[src/acr_pkg.sv]
// Constants for the converter clock, rate and reference control block.
// Assumes a single 250 MHz system clock and no register bus; bits are ports.
package acr_pkg;

  // Output rate select codes, slowest first.
  localparam logic [3:0] RATE_5    = 4'h0;
  localparam logic [3:0] RATE_10   = 4'h1;
  localparam logic [3:0] RATE_20   = 4'h2;
  localparam logic [3:0] RATE_40   = 4'h3;
  localparam logic [3:0] RATE_80   = 4'h4;
  localparam logic [3:0] RATE_160  = 4'h5;
  localparam logic [3:0] RATE_320  = 4'h6;
  localparam logic [3:0] RATE_640  = 4'h7;
  localparam logic [3:0] RATE_1000 = 4'h8;
  localparam logic [3:0] RATE_2000 = 4'h9;
  localparam logic [3:0] RATE_RST  = 4'h0;

  // Modulator divide ratios, selected source clock over modulator clock.
  localparam logic [7:0] DIV_SLOW = 8'h80;
  localparam logic [7:0] DIV_MID  = 8'h20;
  localparam logic [7:0] DIV_FAST = 8'h10;
  localparam logic [7:0] DIV_TOP  = 8'h08;

  // Modulator clocks per conversion, one entry per rate code.
  localparam logic [15:0] CONV_5    = 16'h18e9;
  localparam logic [15:0] CONV_10   = 16'h0c74;
  localparam logic [15:0] CONV_20   = 16'h063a;
  localparam logic [15:0] CONV_40   = 16'h0c74;
  localparam logic [15:0] CONV_80   = 16'h063a;
  localparam logic [15:0] CONV_160  = 16'h031d;
  localparam logic [15:0] CONV_320  = 16'h031c;
  localparam logic [15:0] CONV_640  = 16'h018e;
  localparam logic [15:0] CONV_1000 = 16'h0100;
  localparam logic [15:0] CONV_2000 = 16'h0100;

  // Edges on the clock pin needed before the external clock is trusted.
  localparam logic [3:0] EXT_EDGES = 4'h4;

  // Reference pair select, reset values of reference controls.
  localparam logic [1:0] REF_SEL_RST = 2'h0;
  localparam logic       REF_ON_RST  = 1'b0;

  // Clock selection states.
  typedef enum logic [1:0] {
    CS_INT  = 2'b00,
    CS_WAIT = 2'b01,
    CS_EXT  = 2'b10
  } acr_clk_state_t;

endpackage : acr_pkg

[src/acr_mod_div.sv]
// Modulator clock divider producing a one-cycle enable pulse.
// Assumes the tick input is the selected source clock enable.
`timescale 1ns/1ps
`default_nettype none
module acr_mod_div (
  // Clock and reset.
  input  wire logic       clk_sys_i,
  input  wire logic       arst_n_i,
  // Control.
  input  wire logic       tick_i,
  input  wire logic       restart_i,
  input  wire logic [7:0] div_i,
  // Result.
  output logic            mod_en_o
);
  import acr_pkg::*;

  logic [7:0] cnt_ff;
  logic [7:0] nxt_cnt;
  logic       en_ff;
  logic       nxt_en;

  // Count source ticks and pulse on the last one of each period.
  always_comb begin
    nxt_cnt = cnt_ff;
    nxt_en  = 1'b0;
    if (restart_i) begin
      nxt_cnt = 8'h00;
    end else if (tick_i) begin
      if (cnt_ff >= div_i - 8'h01) begin
        nxt_cnt = 8'h00;
        nxt_en  = 1'b1;
      end else begin
        nxt_cnt = cnt_ff + 8'h01;
      end
    end
  end

  always_ff @(posedge clk_sys_i or negedge arst_n_i) begin
    if (!arst_n_i) begin
      cnt_ff <= 8'h00;
      en_ff  <= 1'b0;
    end else begin
      cnt_ff <= nxt_cnt;
      en_ff  <= nxt_en;
    end
  end

  assign mod_en_o = en_ff;
endmodule : acr_mod_div
`default_nettype wire

[src/acr_ctrl.sv]
// Clock source choice, modulator rate, filter timing and reference gating.
// Assumes the oscillator and clock pin arrive as asynchronous levels that are
// sampled here; the system clock advance enables stand in for both sources.
`timescale 1ns/1ps
`default_nettype none
module acr_ctrl (
  // Clock and reset.
  input  wire logic       clk_sys_i,
  input  wire logic       arst_n_i,
  // Clock sources, sampled as levels.
  input  wire logic       clk_pin_i,
  input  wire logic       osc_tick_i,
  // Configuration.
  input  wire logic [3:0] output_rate_select_i,
  input  wire logic       int_ref_en_i,
  input  wire logic [1:0] ref_pair_sel_i,
  input  wire logic       ref_pair0_gpio_i,
  input  wire logic       start_i,
  // Status and controls out.
  output logic            ext_clk_sel_o,
  output logic            osc_en_o,
  output logic            mod_en_o,
  output logic            data_rdy_o,
  output logic            internal_ref_output_o,
  output logic            exc_avail_o,
  output logic [1:0]      ref_pair_sel_o,
  output logic            ref_pair0_dig_o
);
  import acr_pkg::*;

  // Three-stage sampling of the clock pin and oscillator; stage one feeds only stage two.
  logic pin_s1_ff;
  logic pin_s2_ff;
  logic pin_s3_ff;
  logic osc_s1_ff;
  logic osc_s2_ff;
  logic osc_s3_ff;

  always_ff @(posedge clk_sys_i or negedge arst_n_i) begin
    if (!arst_n_i) begin
      pin_s1_ff <= 1'b0;
      pin_s2_ff <= 1'b0;
      pin_s3_ff <= 1'b0;
      osc_s1_ff <= 1'b0;
      osc_s2_ff <= 1'b0;
      osc_s3_ff <= 1'b0;
    end else begin
      pin_s1_ff <= clk_pin_i;
      pin_s2_ff <= pin_s1_ff;
      pin_s3_ff <= pin_s2_ff;
      osc_s1_ff <= osc_tick_i;
      osc_s2_ff <= osc_s1_ff;
      osc_s3_ff <= osc_s2_ff;
    end
  end

  // Rising edges of the sampled levels; stage three resets low like the
  // grounded pin, so no false edge on the pin follows reset.
  logic pin_rise;
  logic osc_rise;
  assign pin_rise = pin_s2_ff & ~pin_s3_ff;
  assign osc_rise = osc_s2_ff & ~osc_s3_ff;

  // Clock selection machine.
  acr_clk_state_t cs_ff;
  acr_clk_state_t nxt_cs;
  logic [3:0]     edge_cnt_ff;
  logic [3:0]     nxt_edge_cnt;
  logic           ext_ff;
  logic           nxt_ext;
  logic           sw_ff;
  logic           nxt_sw;
  logic           osc_ff;
  logic           nxt_osc;

  // edge count qualify.
  // A few edges must be seen before switching, so one glitch on a grounded
  // pin does not steal the clock; the swap happens on a rising edge of the pin.
  always_comb begin
    nxt_cs       = cs_ff;
    nxt_edge_cnt = edge_cnt_ff;
    nxt_ext      = ext_ff;
    nxt_sw       = 1'b0;
    case (cs_ff)
      CS_INT: begin
        nxt_ext = 1'b0;
        if (pin_rise) begin
          nxt_cs       = CS_WAIT;
          nxt_edge_cnt = 4'h1;
        end
      end
      // No timeout here: a pin that stops early leaves the count waiting,
      // which is harmless as the oscillator keeps the block running.
      // switch on activity.
      CS_WAIT: begin
        if (pin_rise) begin
          nxt_edge_cnt = edge_cnt_ff + 4'h1;
        end
        if (edge_cnt_ff >= EXT_EDGES && pin_rise) begin
          nxt_cs  = CS_EXT;
          nxt_ext = 1'b1;
          nxt_sw  = 1'b1;
        end
      end
      CS_EXT: begin
        nxt_ext = 1'b1;
      end
      default: begin
        nxt_cs  = CS_INT;
        nxt_ext = 1'b0;
      end
    endcase
    // The oscillator enable has its own register so the output is glitch-free.
    nxt_osc = ~nxt_ext;
  end

  always_ff @(posedge clk_sys_i or negedge arst_n_i) begin
    if (!arst_n_i) begin
      cs_ff       <= CS_INT;
      edge_cnt_ff <= 4'h0;
      ext_ff      <= 1'b0;
      sw_ff       <= 1'b0;
      osc_ff      <= 1'b1;
    end else begin
      cs_ff       <= nxt_cs;
      edge_cnt_ff <= nxt_edge_cnt;
      ext_ff      <= nxt_ext;
      sw_ff       <= nxt_sw;
      osc_ff      <= nxt_osc;
    end
  end

  // Source tick: the selected clock's rising edge, one cycle wide.
  // Limitation: source edges closer than two system cycles merge into one.
  // rate follows clock.
  logic src_tick;
  assign src_tick = ext_ff ? pin_rise : osc_rise;

  logic [7:0]  div_sel;
  logic [15:0] conv_len;
  always_comb begin
    div_sel  = DIV_SLOW;
    conv_len = CONV_5;
    case (output_rate_select_i)
      RATE_5: begin
        div_sel  = DIV_SLOW;
        conv_len = CONV_5;
      end
      RATE_10: begin
        div_sel  = DIV_SLOW;
        conv_len = CONV_10;
      end
      RATE_20: begin
        div_sel  = DIV_SLOW;
        conv_len = CONV_20;
      end
      RATE_40: begin
        div_sel  = DIV_MID;
        conv_len = CONV_40;
      end
      RATE_80: begin
        div_sel  = DIV_MID;
        conv_len = CONV_80;
      end
      RATE_160: begin
        div_sel  = DIV_MID;
        conv_len = CONV_160;
      end
      RATE_320: begin
        div_sel  = DIV_FAST;
        conv_len = CONV_320;
      end
      RATE_640: begin
        div_sel  = DIV_FAST;
        conv_len = CONV_640;
      end
      RATE_1000: begin
        div_sel  = DIV_FAST;
        conv_len = CONV_1000;
      end
      RATE_2000: begin
        div_sel  = DIV_TOP;
        conv_len = CONV_2000;
      end
      default: begin
        div_sel  = DIV_SLOW;
        conv_len = CONV_5;
      end
    endcase
  end

  // ten rate codes.
  // A changed rate, a start or a clock swap restarts the divider so that
  // no shortened modulator period ever escapes.
  logic [3:0] rate_ff;
  logic       restart;
  assign restart = (rate_ff != output_rate_select_i) | start_i | sw_ff;

  // The divider pulses once per modulator period of the selected source.
  logic mod_en;
  acr_mod_div u_div (
    .clk_sys_i (clk_sys_i),
    .arst_n_i  (arst_n_i),
    .tick_i    (src_tick),
    .restart_i (restart),
    .div_i     (div_sel),
    .mod_en_o  (mod_en)
  );

  // Conversion period counter; a ready pulse ends each full period.
  logic [15:0] conv_cnt_ff;
  logic [15:0] nxt_conv_cnt;
  logic        rdy_ff;
  logic        nxt_rdy;
  logic        mod_ff;
  logic        nxt_mod;

  // settled first period.
  // The filter window equals one period, so the first ready after a
  // restart already carries a settled result and none is discarded.
  always_comb begin
    nxt_conv_cnt = conv_cnt_ff;
    nxt_rdy      = 1'b0;
    nxt_mod      = mod_en;
    if (restart) begin
      nxt_conv_cnt = 16'h0000;
    end else if (mod_en) begin
      if (conv_cnt_ff >= conv_len - 16'h0001) begin
        nxt_conv_cnt = 16'h0000;
        nxt_rdy      = 1'b1;
      end else begin
        nxt_conv_cnt = conv_cnt_ff + 16'h0001;
      end
    end
  end

  always_ff @(posedge clk_sys_i or negedge arst_n_i) begin
    if (!arst_n_i) begin
      conv_cnt_ff <= 16'h0000;
      rdy_ff      <= 1'b0;
      mod_ff      <= 1'b0;
      rate_ff     <= RATE_RST;
    end else begin
      conv_cnt_ff <= nxt_conv_cnt;
      rdy_ff      <= nxt_rdy;
      mod_ff      <= nxt_mod;
      rate_ff     <= output_rate_select_i;
    end
  end

  // Reference controls, registered so outputs come from flip-flops.
  logic       ref_on_ff;
  logic       nxt_ref_on;
  logic       exc_ff;
  logic       nxt_exc;
  logic [1:0] ref_sel_ff;
  logic [1:0] nxt_ref_sel;
  logic       dig_ff;
  logic       nxt_dig;

  // The excitation enable looks at the registered reference state, so it
  // rises one cycle after the reference and falls together with it.
  always_comb begin
    nxt_ref_on  = int_ref_en_i;
    nxt_exc     = int_ref_en_i & ref_on_ff;
    nxt_ref_sel = ref_pair_sel_i;
    nxt_dig     = ref_pair0_gpio_i;
  end

  always_ff @(posedge clk_sys_i or negedge arst_n_i) begin
    if (!arst_n_i) begin
      ref_on_ff  <= REF_ON_RST;
      exc_ff     <= 1'b0;
      ref_sel_ff <= REF_SEL_RST;
      dig_ff     <= 1'b0;
    end else begin
      ref_on_ff  <= nxt_ref_on;
      exc_ff     <= nxt_exc;
      ref_sel_ff <= nxt_ref_sel;
      dig_ff     <= nxt_dig;
    end
  end

  // Every output is taken straight from a register.
  assign ext_clk_sel_o         = ext_ff;
  assign osc_en_o              = osc_ff;
  assign mod_en_o              = mod_ff;
  assign data_rdy_o            = rdy_ff;
  assign internal_ref_output_o = ref_on_ff;
  assign exc_avail_o           = exc_ff;
  assign ref_pair_sel_o        = ref_sel_ff;
  assign ref_pair0_dig_o       = dig_ff;
endmodule : acr_ctrl
`default_nettype wire

[config.mk]
export PLATFORM = sky130hd
export DESIGN_NAME = acr_ctrl
export DESIGN_NICKNAME = d
export VERILOG_FILES = /design/src/acr_pkg.sv /design/src/acr_mod_div.sv /design/src/acr_ctrl.sv
export SDC_FILE = /design/constraint.sdc
export NUM_CORES = 1
export LEC_CHECK = 0
export BUFFER_PORTS_ARGS = -buffer_cell sky130_fd_sc_hd__buf_4
export CAP_MARGIN = 0
export CORE_MARGIN = 10
export CORE_UTILIZATION = 61
export DETAILED_ROUTE_END_ITERATION = 8
export PLACE_DENSITY_LB_ADDON = 0.08
export SYNTH_ARGS = -nofsm -noshare
export SYNTH_HDL_FRONTEND = slang
export SYNTH_HIERARCHICAL = 1
export SYNTH_SLANG_ARGS = --single-unit
[constraint.sdc]
create_clock -name clk_sys_i -period 6.7 [get_ports clk_sys_i]
set_input_delay 0.67 -clock clk_sys_i [delete_from_list [all_inputs] [get_ports clk_sys_i]]
set_output_delay 0.67 -clock clk_sys_i [all_outputs]
set_load 0.02 [all_outputs]
==> results.md, run 1 <==
* Most numerous cell in the Yosys netlist: dfrtp_1
* XOR/XNOR share of the synthesized area at 0.0595
* Post CTS Setup Buffer Count at 0
* Most frequent CP cell: ha_1
* Top post-synthesis cells by area: dfrtp_1 39%, ha_1 15%, xnor2_1 4.6%
* Hpwl dp at 4950 um
* CP max FO at 11
* Internal power at 0.499 mW
* Largest family of logic cells by synthesized area: simple AND/OR/NAND/NOR gates
* Post-synth EDFFs at 0
* Largest stage delay on the critical path at 970 ps
* Placed Area at 3510 sq um
* RSZ-0062 raised after global routing: no
* RR Endpoint: conv_cnt_ff[9]
* Stages on the worst setup path at 15
* All-layer global routing usage at 0.161
* Root Driver: clkbuf_8
* Worst Hold Class: reg -> reg
* Die Y-Extent at 92.9 um
* Largest net degree at the start of global routing at 52
* Post-synth top area share at 0.386
* Avg Cell Area, Syn at 9.34 sq um
* Clk_skew at 7.51 ps
* Clk Latency, worst-skew pair at 300 ps
* Ys Warns at 6
* Die area at 8620 sq um
* Sequential area share after synthesis at 0.394
* Synth Instances at 347
* Combinational Power Share at 0.244
* CP Capture Type: flop
* Gp weighted congestion at 0.896
* Final critical-path required period at 4010 ps
* Mux contribution to synthesized area at 0.00309
* Critical Path, Cell by Cell: buf_4 > inv_1 > ha_1 > nor2_1 > a21oi_1 > o22ai_1 > ha_1 > xnor2_1 > ha_1 > o21ai_0 > a211o_1 > nor4_1 > nor3_1 > o21ai_0 > nor2_1
* Synth-to-layout area growth at 11.4%
* Post-synth top cells: 50 x dfrtp_1, 39 x ha_1, 34 x nand2_1
* Power share of the clock group at 0.258
* Top FF cell, synth: dfrtp_1
* Library cells used by synthesis at 46
* Final max-slew violation count at 0
* Worst setup SP type: input port
* VDD IR-drop max at 0.209 mV
* Drt pass-1 iters at 4
* CTS Buf Count at 5
* Std cell rows at 26
* Post-CTS Hold Buffers at 0
* Final nets at 436
* Initial cell density of the core at 0.630
* TritonCTS clock tree: built
* Via count at 2551
* Async set or reset register ratio after synthesis at 1.00
* Synth area leader: dfrtp_1
* Antenna fix cells at 0
* Number of port buffers at 21
* Setup CP Type: in -> reg
* Sequential share of power at 0.498
* CTS clk-pin slew, worst paths at 90 ps
* Slew @ Worst Pin at 1240 ps
* ANT nets after route at 0
* Cells on worst reg2reg path at 7
* Reg-to-reg slack, setup at 3860 ps
* Core area at 5140 sq um
* Vias in the first global route at 2495
* Overall Power at 0.721 mW
* Drt initial violations at 65
* Post-Synth Simple-Gate Area at 0.201
* Synthesized area at 3240 sq um
* Drt total wl at 6600 um
* Sw Share at 0.308
* Max Cap Violations at 0
* WL per Instance at 14.5 um
* Critical Path End: conv_cnt_ff[9]
* Relative max-transition margin at 0.165
* Post-CTS sizing at 0
* Adder-cell share of the synthesized area at 0.151
* First-pass GRT wire length at 11400 um
* Pwr dens at 200 nW/um^2
* Layout cells sized above 1 at 0.104
* Hold Path Cell Cnt at 0
* CTS H-tree depth at 2
* Status: completed
* Leak pwr at 1.64 nW
* Routed vias/inst at 5.61
* Psw at 0.222 mW
* Top-Level Pins at 22
* Clock Path Buffers at 2
* Initial antenna violation count at 0
* Worst path bufs/invs at 2
* Highest clock rate at 250 MHz
* FF-to-FF Start: conv_cnt_ff[3]
* Yosys reg bits at 51
* Clock net sink count at 51
* Global route total overflow at 0
* Post-Layout Inst Area at 3610 sq um
* Compound-Gate Fraction of Synth Area at 0.156
* Delay-heaviest family, CP: compound AO/OA/AOI/OAI gates
* Final period util at 0.598
* Post-detailed-route DRC marker count at 0
* Critical Path Start: output_rate_select_i[1]
* Die W at 92.9 um
* Crit-path slowest cell: o21ai_0
* Setup TNS Final at 0 ps
* Hold Violations, Final at 0
* Crit path required time at 6840 ps
* CP arrival at 4150 ps
* Final setup fails at 0
power groups by stage:
stage | clock network (mW) | logic (mW) | registers, mW
final | 0.186 | 0.176 | 0.359
after detailed placement | 0 | 0.177 | 0.364
after CTS | 0.192 | 0.177 | 0.359
after global placement | 0 | 0.171 | 0.363
after floorplan | 0 | 0.120 | 0.368
after global routing | 0.202 | 0.201 | 0.363
registers in the layout, indices dropped and copies added (netlist names), 2 cells and up:
signal,cells
conv_cnt_ff,16
u_div/cnt_ff,8
edge_cnt_ff,4
rate_ff,4
cs_ff,2
ref_pair_sel_o,2
routing by layer:
metal	wire [um]	vias up	track usage	part of all wire
li1	-	1290	-	-
met1	3060	1199	0.192	0.46
met2	3090	52	0.266	0.47
met3	314	10	0.0420	0.048
met4	133	0	0.0720	0.020
met5	0	-	0	0
cell type report:
type	instances	area, sq um
inverters	19	71.3
multi-input cells	285	1910
clock buffers	7	86.3
clock inverters	1	8.76
well taps	70	87.6
flip-flops and latches	51	1280
fillers	424	1530
repair buffers	22	165
through the flow:
step	hold WS [ps]	cells	worst slack [ps]	util
6_report	362	455	2690	0.702
4_1_cts	364	455	2710	0.702
2_1_floorplan	331	362	3320	-
3_3_place_gp	333	447	2520	0.684
3_5_place_dp	344	447	2380	0.684
5_1_grt	370	455	2230	0.702
worst min-delay path by stage:
stage / start / endpoint / slack [ps]
detailed placement: osc_s1_ff / osc_s2_ff / 340
global route: osc_s1_ff / osc_s2_ff / 370
global placement: pin_s1_ff / pin_s2_ff / 330
CTS: osc_s1_ff / osc_s2_ff / 360
floorplan: osc_s1_ff / osc_s2_ff / 330
finish: osc_s1_ff / osc_s2_ff / 360
placed cells by master, fill, tap and decap left out, types with 4 or more instances in the layout:
master     n
a211o_1    8
a21oi_1   15
buf_4     22
clkbuf_8   6
conb_1    17
dfrtp_1   50
ha_1      39
inv_1     19
nand2_1   34
nand2b_1   6
nand3_1   16
nand4_1    5
nor2_1    33
nor2b_1    4
nor3_1    15
nor4_1     4
o21ai_0   20
xnor2_1   17
xor2_1     5
logic make-up after synthesis:
family / after synthesis
xor gates and xnor gates: 22
buffers and inverters: 26
muxes: 1
other: 2
adders and majority gates: 39
AOI/OAI and AO/OA: 71
and+or+nand+nor: 135
DFF: 51
No activity file was read; power rests on OpenSTA's default activity.
==> inputs of run 2 (changes only) <==
Clock period 6.7 ns to 4.2 ns, I/O delays scaled along.
==> run 2 against run 1 <==
  * Wire length is 1.1% lower
  * First-iteration DRC count is 83% higher
  * Register-to-register slack worse by 2100 ps
  * Hold slack worse by 250 ps
  * Sequential share of layout area is 0.51 points lower
  * Critical endpoint is now conv_cnt_ff[12]
==> results.md, run 2 (synthesis gave the netlist of run 1 again) <==
* Initial cell density of the core at 0.630 (unchanged)
* Placed Cells at 448 (+0.22%)
* Setup CP Type: in -> reg
* Post-CTS sizing at 0 (unchanged)
* CTS H-tree depth at 2 (unchanged)
* Clock Path Buffers at 2 (unchanged)
* Final setup fails at 0 (unchanged)
* Worst setup SP type: input port
* Hpwl dp at 4920 um (-0.57%)
* Std cell rows at 26 (unchanged)
* Drt pass-1 iters at 4 (unchanged)
* Final critical-path required period at 3190 ps
* First-pass GRT wire length at 11300 um (-0.84%)
* Hold Slack at 113 ps (-249 ps)
* Drt initial violations at 119 (+83%)
* All-layer global routing usage at 0.157 (-0.00398)
* Leak pwr at 1.67 nW (+1.6%)
* Hold Violations, Final at 0 (unchanged)
* Setup TNS Final at 0 ps (unchanged)
* FILL cells at 417 (-1.7%)
* Top Registers: conv_cnt_ff: 16 flops, u_div/cnt_ff: 8 flops
* Met3 Track Usage GR at 0.0387 (-0.00323)
* Commonest non-fill, non-tap cell in the layout: dfrtp_1
* TritonCTS clock tree: built
* Core area at 5140 sq um (unchanged)
* Die W at 92.9 um (unchanged)
* CP Capture Type: flop
* RSZ-0062 raised after global routing: no
* VDD IR-drop max at 0.292 mV (+40%)
* Initial antenna violation count at 0 (unchanged)
* CP arrival at 3380 ps (-770 ps)
* Highest clock rate at 314 MHz
* Non-Filler Instances at 456 (+0.22%)
* Top-Level Pins at 22 (unchanged)
* Worst Hold Class: in -> async
* Layout cells sized above 1 at 0.109 (+0.00491)
* Final max-slew violation count at 0 (unchanged)
* Slew @ Worst Pin at 664 ps (-576 ps)
* Largest net degree at the start of global routing at 52 (unchanged)
* Max Cap Violations at 0 (unchanged)
* Routed vias/inst at 5.64 (+0.60%)
* Status: completed
* Vias in the first global route at 2526 (+1.2%)
* CTS clk-pin slew, worst paths at 100 ps (about the same)
* Via count at 2572 (+0.82%)
* Reg with most FFs: conv_cnt_ff
* Number of flip-flops under the largest register name at 16 (unchanged)
* Drt total wl at 6530 um (-1.1%)
* Overall Power at 1.27 mW (+76%)
* Synth-to-layout area growth at 13.1%
* CTS Buf Count at 5 (unchanged)
* Post CTS Setup Buffer Count at 0 (unchanged)
* Pwr dens at 346 nW/um^2 (+73%)
* Post-detailed-route DRC marker count at 0 (unchanged)
* Post-CTS Hold Buffers at 0 (unchanged)
* Gp weighted congestion at 0.935 (+4.3%)
* Global route total overflow at 0 (unchanged)
* Antenna fix cells at 0 (unchanged)
* ANT nets after route at 0 (unchanged)
* Final nets at 437 (+0.23%)
* Post-Layout Inst Area at 3660 sq um (+1.5%)
* Met2 usage at 0.268 (+0.00175)
* Relative max-transition margin at 0.553 (+0.388)
* Die area at 8620 sq um (unchanged)
* Clk Latency, worst-skew pair at 300 ps (about the same)
* Number of port buffers at 21 (unchanged)
* Clock net sink count at 51 (unchanged)
* WL per Instance at 14.3 um (-1.3%)
* Die Y-Extent at 92.9 um (unchanged)
* Root Driver: clkbuf_8
* GRT Max-Usage Layer: met2
* Crit path required time at 4390 ps (-2450 ps)
* Placed Area at 3520 sq um (+0.21%)
* Final period util at 0.759
* CP max FO at 9 (-2)
* Clk_skew at 10.9 ps (+3.42 ps)
* Grt met1 use at 0.190 (-0.00224)
* Most frequent cells in the layout: 50 x dfrtp_1, 39 x ha_1, 34 x nand2_1, 33 x nor2_1, 23 x buf_4
run 2: cell types whose count changed in the layout (fill, tap and decap cells not counted), sizes merged:
cell    before  now
buf         22   23
bufinv       0    2
clkbuf       7    5
run 2: routing by layer:
layer | vias up | share of wire
li1 | 1287 | -
met1 | 1218 | 0.46
met2 | 61 | 0.46
met3 | 6 | 0.066
met4 | 0 | 0.0081
met5 | - | 0
run 2: final cells by class:
cell class / count / area (sq um) / share of cell area
clock buffers: 5 / 68.8 / 0.0188
inverters: 19 / 71.3 / 0.0195
repair buffers: 23 / 173 / 0.0471
well taps: 70 / 87.6 / 0.0239
multi-input cells: 285 / 1910 / 0.522
clock inverters: 3 / 71.3 / 0.0195
flip-flops and latches: 51 / 1280 / 0.349
run 2: final timing paths:
kind | from | end | slack, ps | cells after the start
max in group asynchronous | arst_n_i | conv_cnt_ff[1] | 3630 | 1
setup / recovery | output_rate_select_i[1] | conv_cnt_ff[12] | 1010 | 15
hold reg to reg | osc_s1_ff | osc_s2_ff | 360 | 0
min in group clk_sys_i | osc_tick_i | osc_s1_ff | 210 | 1
setup reg to reg | conv_cnt_ff[0] | conv_cnt_ff[12] | 1810 | 8
hold / removal | arst_n_i | rate_ff[0] | 110 | 1
run 2: stage by stage:
stage,utilization,worst slack [ps]
after global placement,0.685,848
after global routing,0.713,814
after floorplan,-,1070
after CTS,0.713,1060
final,0.713,1010
after detailed placement,0.685,735
run 2: critical path, stage by stage:
cell	delay, ps
buf_4	140
inv_1	150
ha_1	250
nor2_1	70
a21oi_1	170
o22ai_1	140
ha_1	250
xnor2_1	150
ha_1	280
o21ai_0	80
a211o_1	300
nor4_1	300
a2111o_1	310
nor3b_1	80
a211o_1	280
run 2: report_power, final:
group | total, mW | switching [mW] | internal [mW]
clock network | 0.413 | 0.171 | 0.242
registers | 0.572 | 0.0337 | 0.538
logic | 0.283 | 0.160 | 0.123
total | 1.27 | 0.364 | 0.903
==> inputs of run 3 (changes only) <==
Clock period 4.2 ns to 3 ns, I/O delays scaled along.
==> run 3 against run 2 <==
  * The run now ends with hold timing left
  * Sequential power up 40%
  * Total power up 27%
  * Non-clock buffer count up 15
  * Critical path depth unchanged
  * Critical path type unchanged
  * Critical endpoint unchanged
  * Highest routed layer unchanged
==> results.md, run 3 (synthesis gave the netlist of run 1 again) <==
* Status: finished, violations left
* Failing checks: hold timing
* Drt total wl at 6480 um (-0.72%)
* Final max-slew violation count at 0 (unchanged)
* Global route total overflow at 0 (unchanged)
* Internal power at 1.10 mW (+22%)
* CTS Buf Count at 5 (unchanged)
* Top Registers: conv_cnt_ff: 16 flops, u_div/cnt_ff: 8 flops
* Max Cap Violations at 0 (unchanged)
* Grt met1 use at 0.204 (+0.0141)
* ANT nets after route at 0 (unchanged)
* Vias in the first global route at 2557 (+1.2%)
* Worst Hold Class: in -> async
* All-layer global routing usage at 0.156 (-0.000971)
* Drt initial violations at 95 (-20%)
* Initial antenna violation count at 0 (unchanged)
* Final setup fails at 0 (unchanged)
* CP max FO at 7 (-2)
* Hpwl dp at 4940 um (+0.35%)
* Combinational Power Share at 0.254 (+0.031)
* GRT Max-Usage Layer: met2
* Met2 usage at 0.250 (-0.0175)
* Most frequent cells in the layout: 50 x dfrtp_1, 39 x ha_1, 38 x buf_4, 34 x nand2_1, 33 x nor2_1
* Clock net sink count at 51 (unchanged)
* Antenna fix cells at 0 (unchanged)
* Post-CTS Hold Buffers at 0 (unchanged)
* Slew @ Worst Pin at 648 ps (-16.2 ps)
* Leak pwr at 1.72 nW (+3.1%)
* CP arrival at 3030 ps (-350 ps)
* Final nets at 452 (+3.4%)
* Sequential share of power at 0.499 (+0.048)
* Setup TNS Final at 0 ps (unchanged)
* Hold Violations, Final at 1 (+1)
* Final critical-path required period at 2830 ps
* Die W at 92.9 um (unchanged)
* Die area at 8620 sq um (unchanged)
* Relative max-transition margin at 0.564 (+0.0109)
* Final period util at 0.945
* Core area at 5140 sq um (unchanged)
* Root Driver: clkbuf_8
* FF-to-FF Start: conv_cnt_ff[14]
* Overall Power at 1.60 mW (+27%)
* TritonCTS clock tree: built
* Gp weighted congestion at 0.919 (-1.6%)
* Sw Share at 0.314 (+0.0269)
* Die Y-Extent at 92.9 um (unchanged)
* First-pass GRT wire length at 11300 um (+0.18%)
* Reg with most FFs: conv_cnt_ff
* Highest clock rate at 353 MHz
* Initial cell density of the core at 0.630 (unchanged)
* Crit path required time at 3200 ps (-1190 ps)
* Clk Latency, worst-skew pair at 300 ps (about the same)
* Largest net degree at the start of global routing at 52 (unchanged)
* Clk_skew at 4.56 ps (-6.37 ps)
* Via count at 2582 (+0.39%)
* Met3 Track Usage GR at 0.0404 (+0.00161)
* Number of flip-flops under the largest register name at 16 (unchanged)
* CTS clk-pin slew, worst paths at 90 ps (about the same)
* Setup CP Type: in -> reg
* Pwr dens at 430 nW/um^2 (+24%)
* Routed vias/inst at 5.48 (-2.8%)
* Critical Path Start: output_rate_select_i[0]
* Post-detailed-route DRC marker count at 0 (unchanged)
* Drt pass-1 iters at 4 (unchanged)
* Number of port buffers at 21 (unchanged)
* Clock Path Buffers at 2 (unchanged)
* Hold Slack at -1.13 ps (-114 ps)
* Commonest non-fill, non-tap cell in the layout: dfrtp_1
* Worst setup SP type: input port
* CTS H-tree depth at 2 (unchanged)
* Top-Level Pins at 22 (unchanged)
* Synth-to-layout area growth at 15.1%
* VDD IR-drop max at 0.478 mV (+63%)
* Std cell rows at 26 (unchanged)
* CP Capture Type: flop
* Layout cells sized above 1 at 0.145 (+0.0358)
* Power share of the clock group at 0.247 (-0.079)
* Psw at 0.504 mW (+38%)
* WL per Instance at 13.8 um (-3.9%)
## run 3: layout make-up
class                   count  area (sq um)
clock buffers               5          68.8
clock inverters             3          18.8
fillers                   427          1410
inverters                  19          71.3
multi-input cells         285          1920
flip-flops and latches     51          1280
well taps                  70          87.6
repair buffers             38           285
## run 3: power by group through the flow
| stage | clock (mW) | combinational [mW] | sequential [mW] |
|---|---|---|---|
| 2_1_floorplan | 0 | 0.269 | 0.821 |
| 3_3_place_gp | 0 | 0.393 | 0.810 |
| 3_5_place_dp | 0 | 0.409 | 0.812 |
| 4_1_cts | 0.411 | 0.409 | 0.800 |
| 5_1_grt | 0.432 | 0.467 | 0.808 |
| 6_report | 0.397 | 0.407 | 0.800 |
## run 3: path summary, 6_finish.rpt
| path | end | slack (ps) | cells after the start |
|---|---|---|---|
| worst min-delay path | rate_ff[0] | -1 | 1 |
| worst min register to register | osc_s2_ff | 350 | 0 |
| worst max register to register | conv_cnt_ff[12] | 520 | 7 |
| max in group asynchronous | u_div/cnt_ff[3] | 2550 | 1 |
| worst max-delay path | conv_cnt_ff[12] | 170 | 15 |
| min in group clk_sys_i | pin_s1_ff | 90 | 1 |
## run 3: metrics by stage
stage | hold WS, ps | instances | worst slack (ps) | utilization | instance area, sq um
after floorplan | 4.41 | 362 | 62.2 | - | 3300
after global placement | 334 | 463 | -134 | 0.707 | 3630
after detailed placement | 335 | 463 | -178 | 0.707 | 3630
after CTS | 33.9 | 471 | 149 | 0.724 | 3720
after global routing | 47.7 | 471 | -36.0 | 0.726 | 3730
final | -1.13 | 471 | 166 | 0.726 | 3730
## run 3: routing by layer
| layer | wire [um] | up-vias | share of wire |
|---|---|---|---|
| li1 | - | 1321 | - |
| met5 | 0 | - | 0 |
| met2 | 2990 | 39 | 0.46 |
| met4 | 60 | 0 | 0.0093 |
| met1 | 3110 | 1215 | 0.48 |
| met3 | 325 | 7 | 0.050 |
## run 3: worst max-delay path, stage by stage
cell and delay [ps]:
buf_4 110, inv_1 110, ha_1 190, nor2_1 60, a21oi_1 170, o22ai_1 140
ha_1 250, xnor2_1 150, ha_1 270, o21ai_0 70, a211o_1 300, nor4_2 270
a2111o_1 280, nor3b_1 80, a211o_1 280
## run 3: timing repair
action                                  4_1_cts  5_1_grt
buffers inserted                              0        0
gates resized for setup                       0        2
endpoints found under the setup margin        0        5
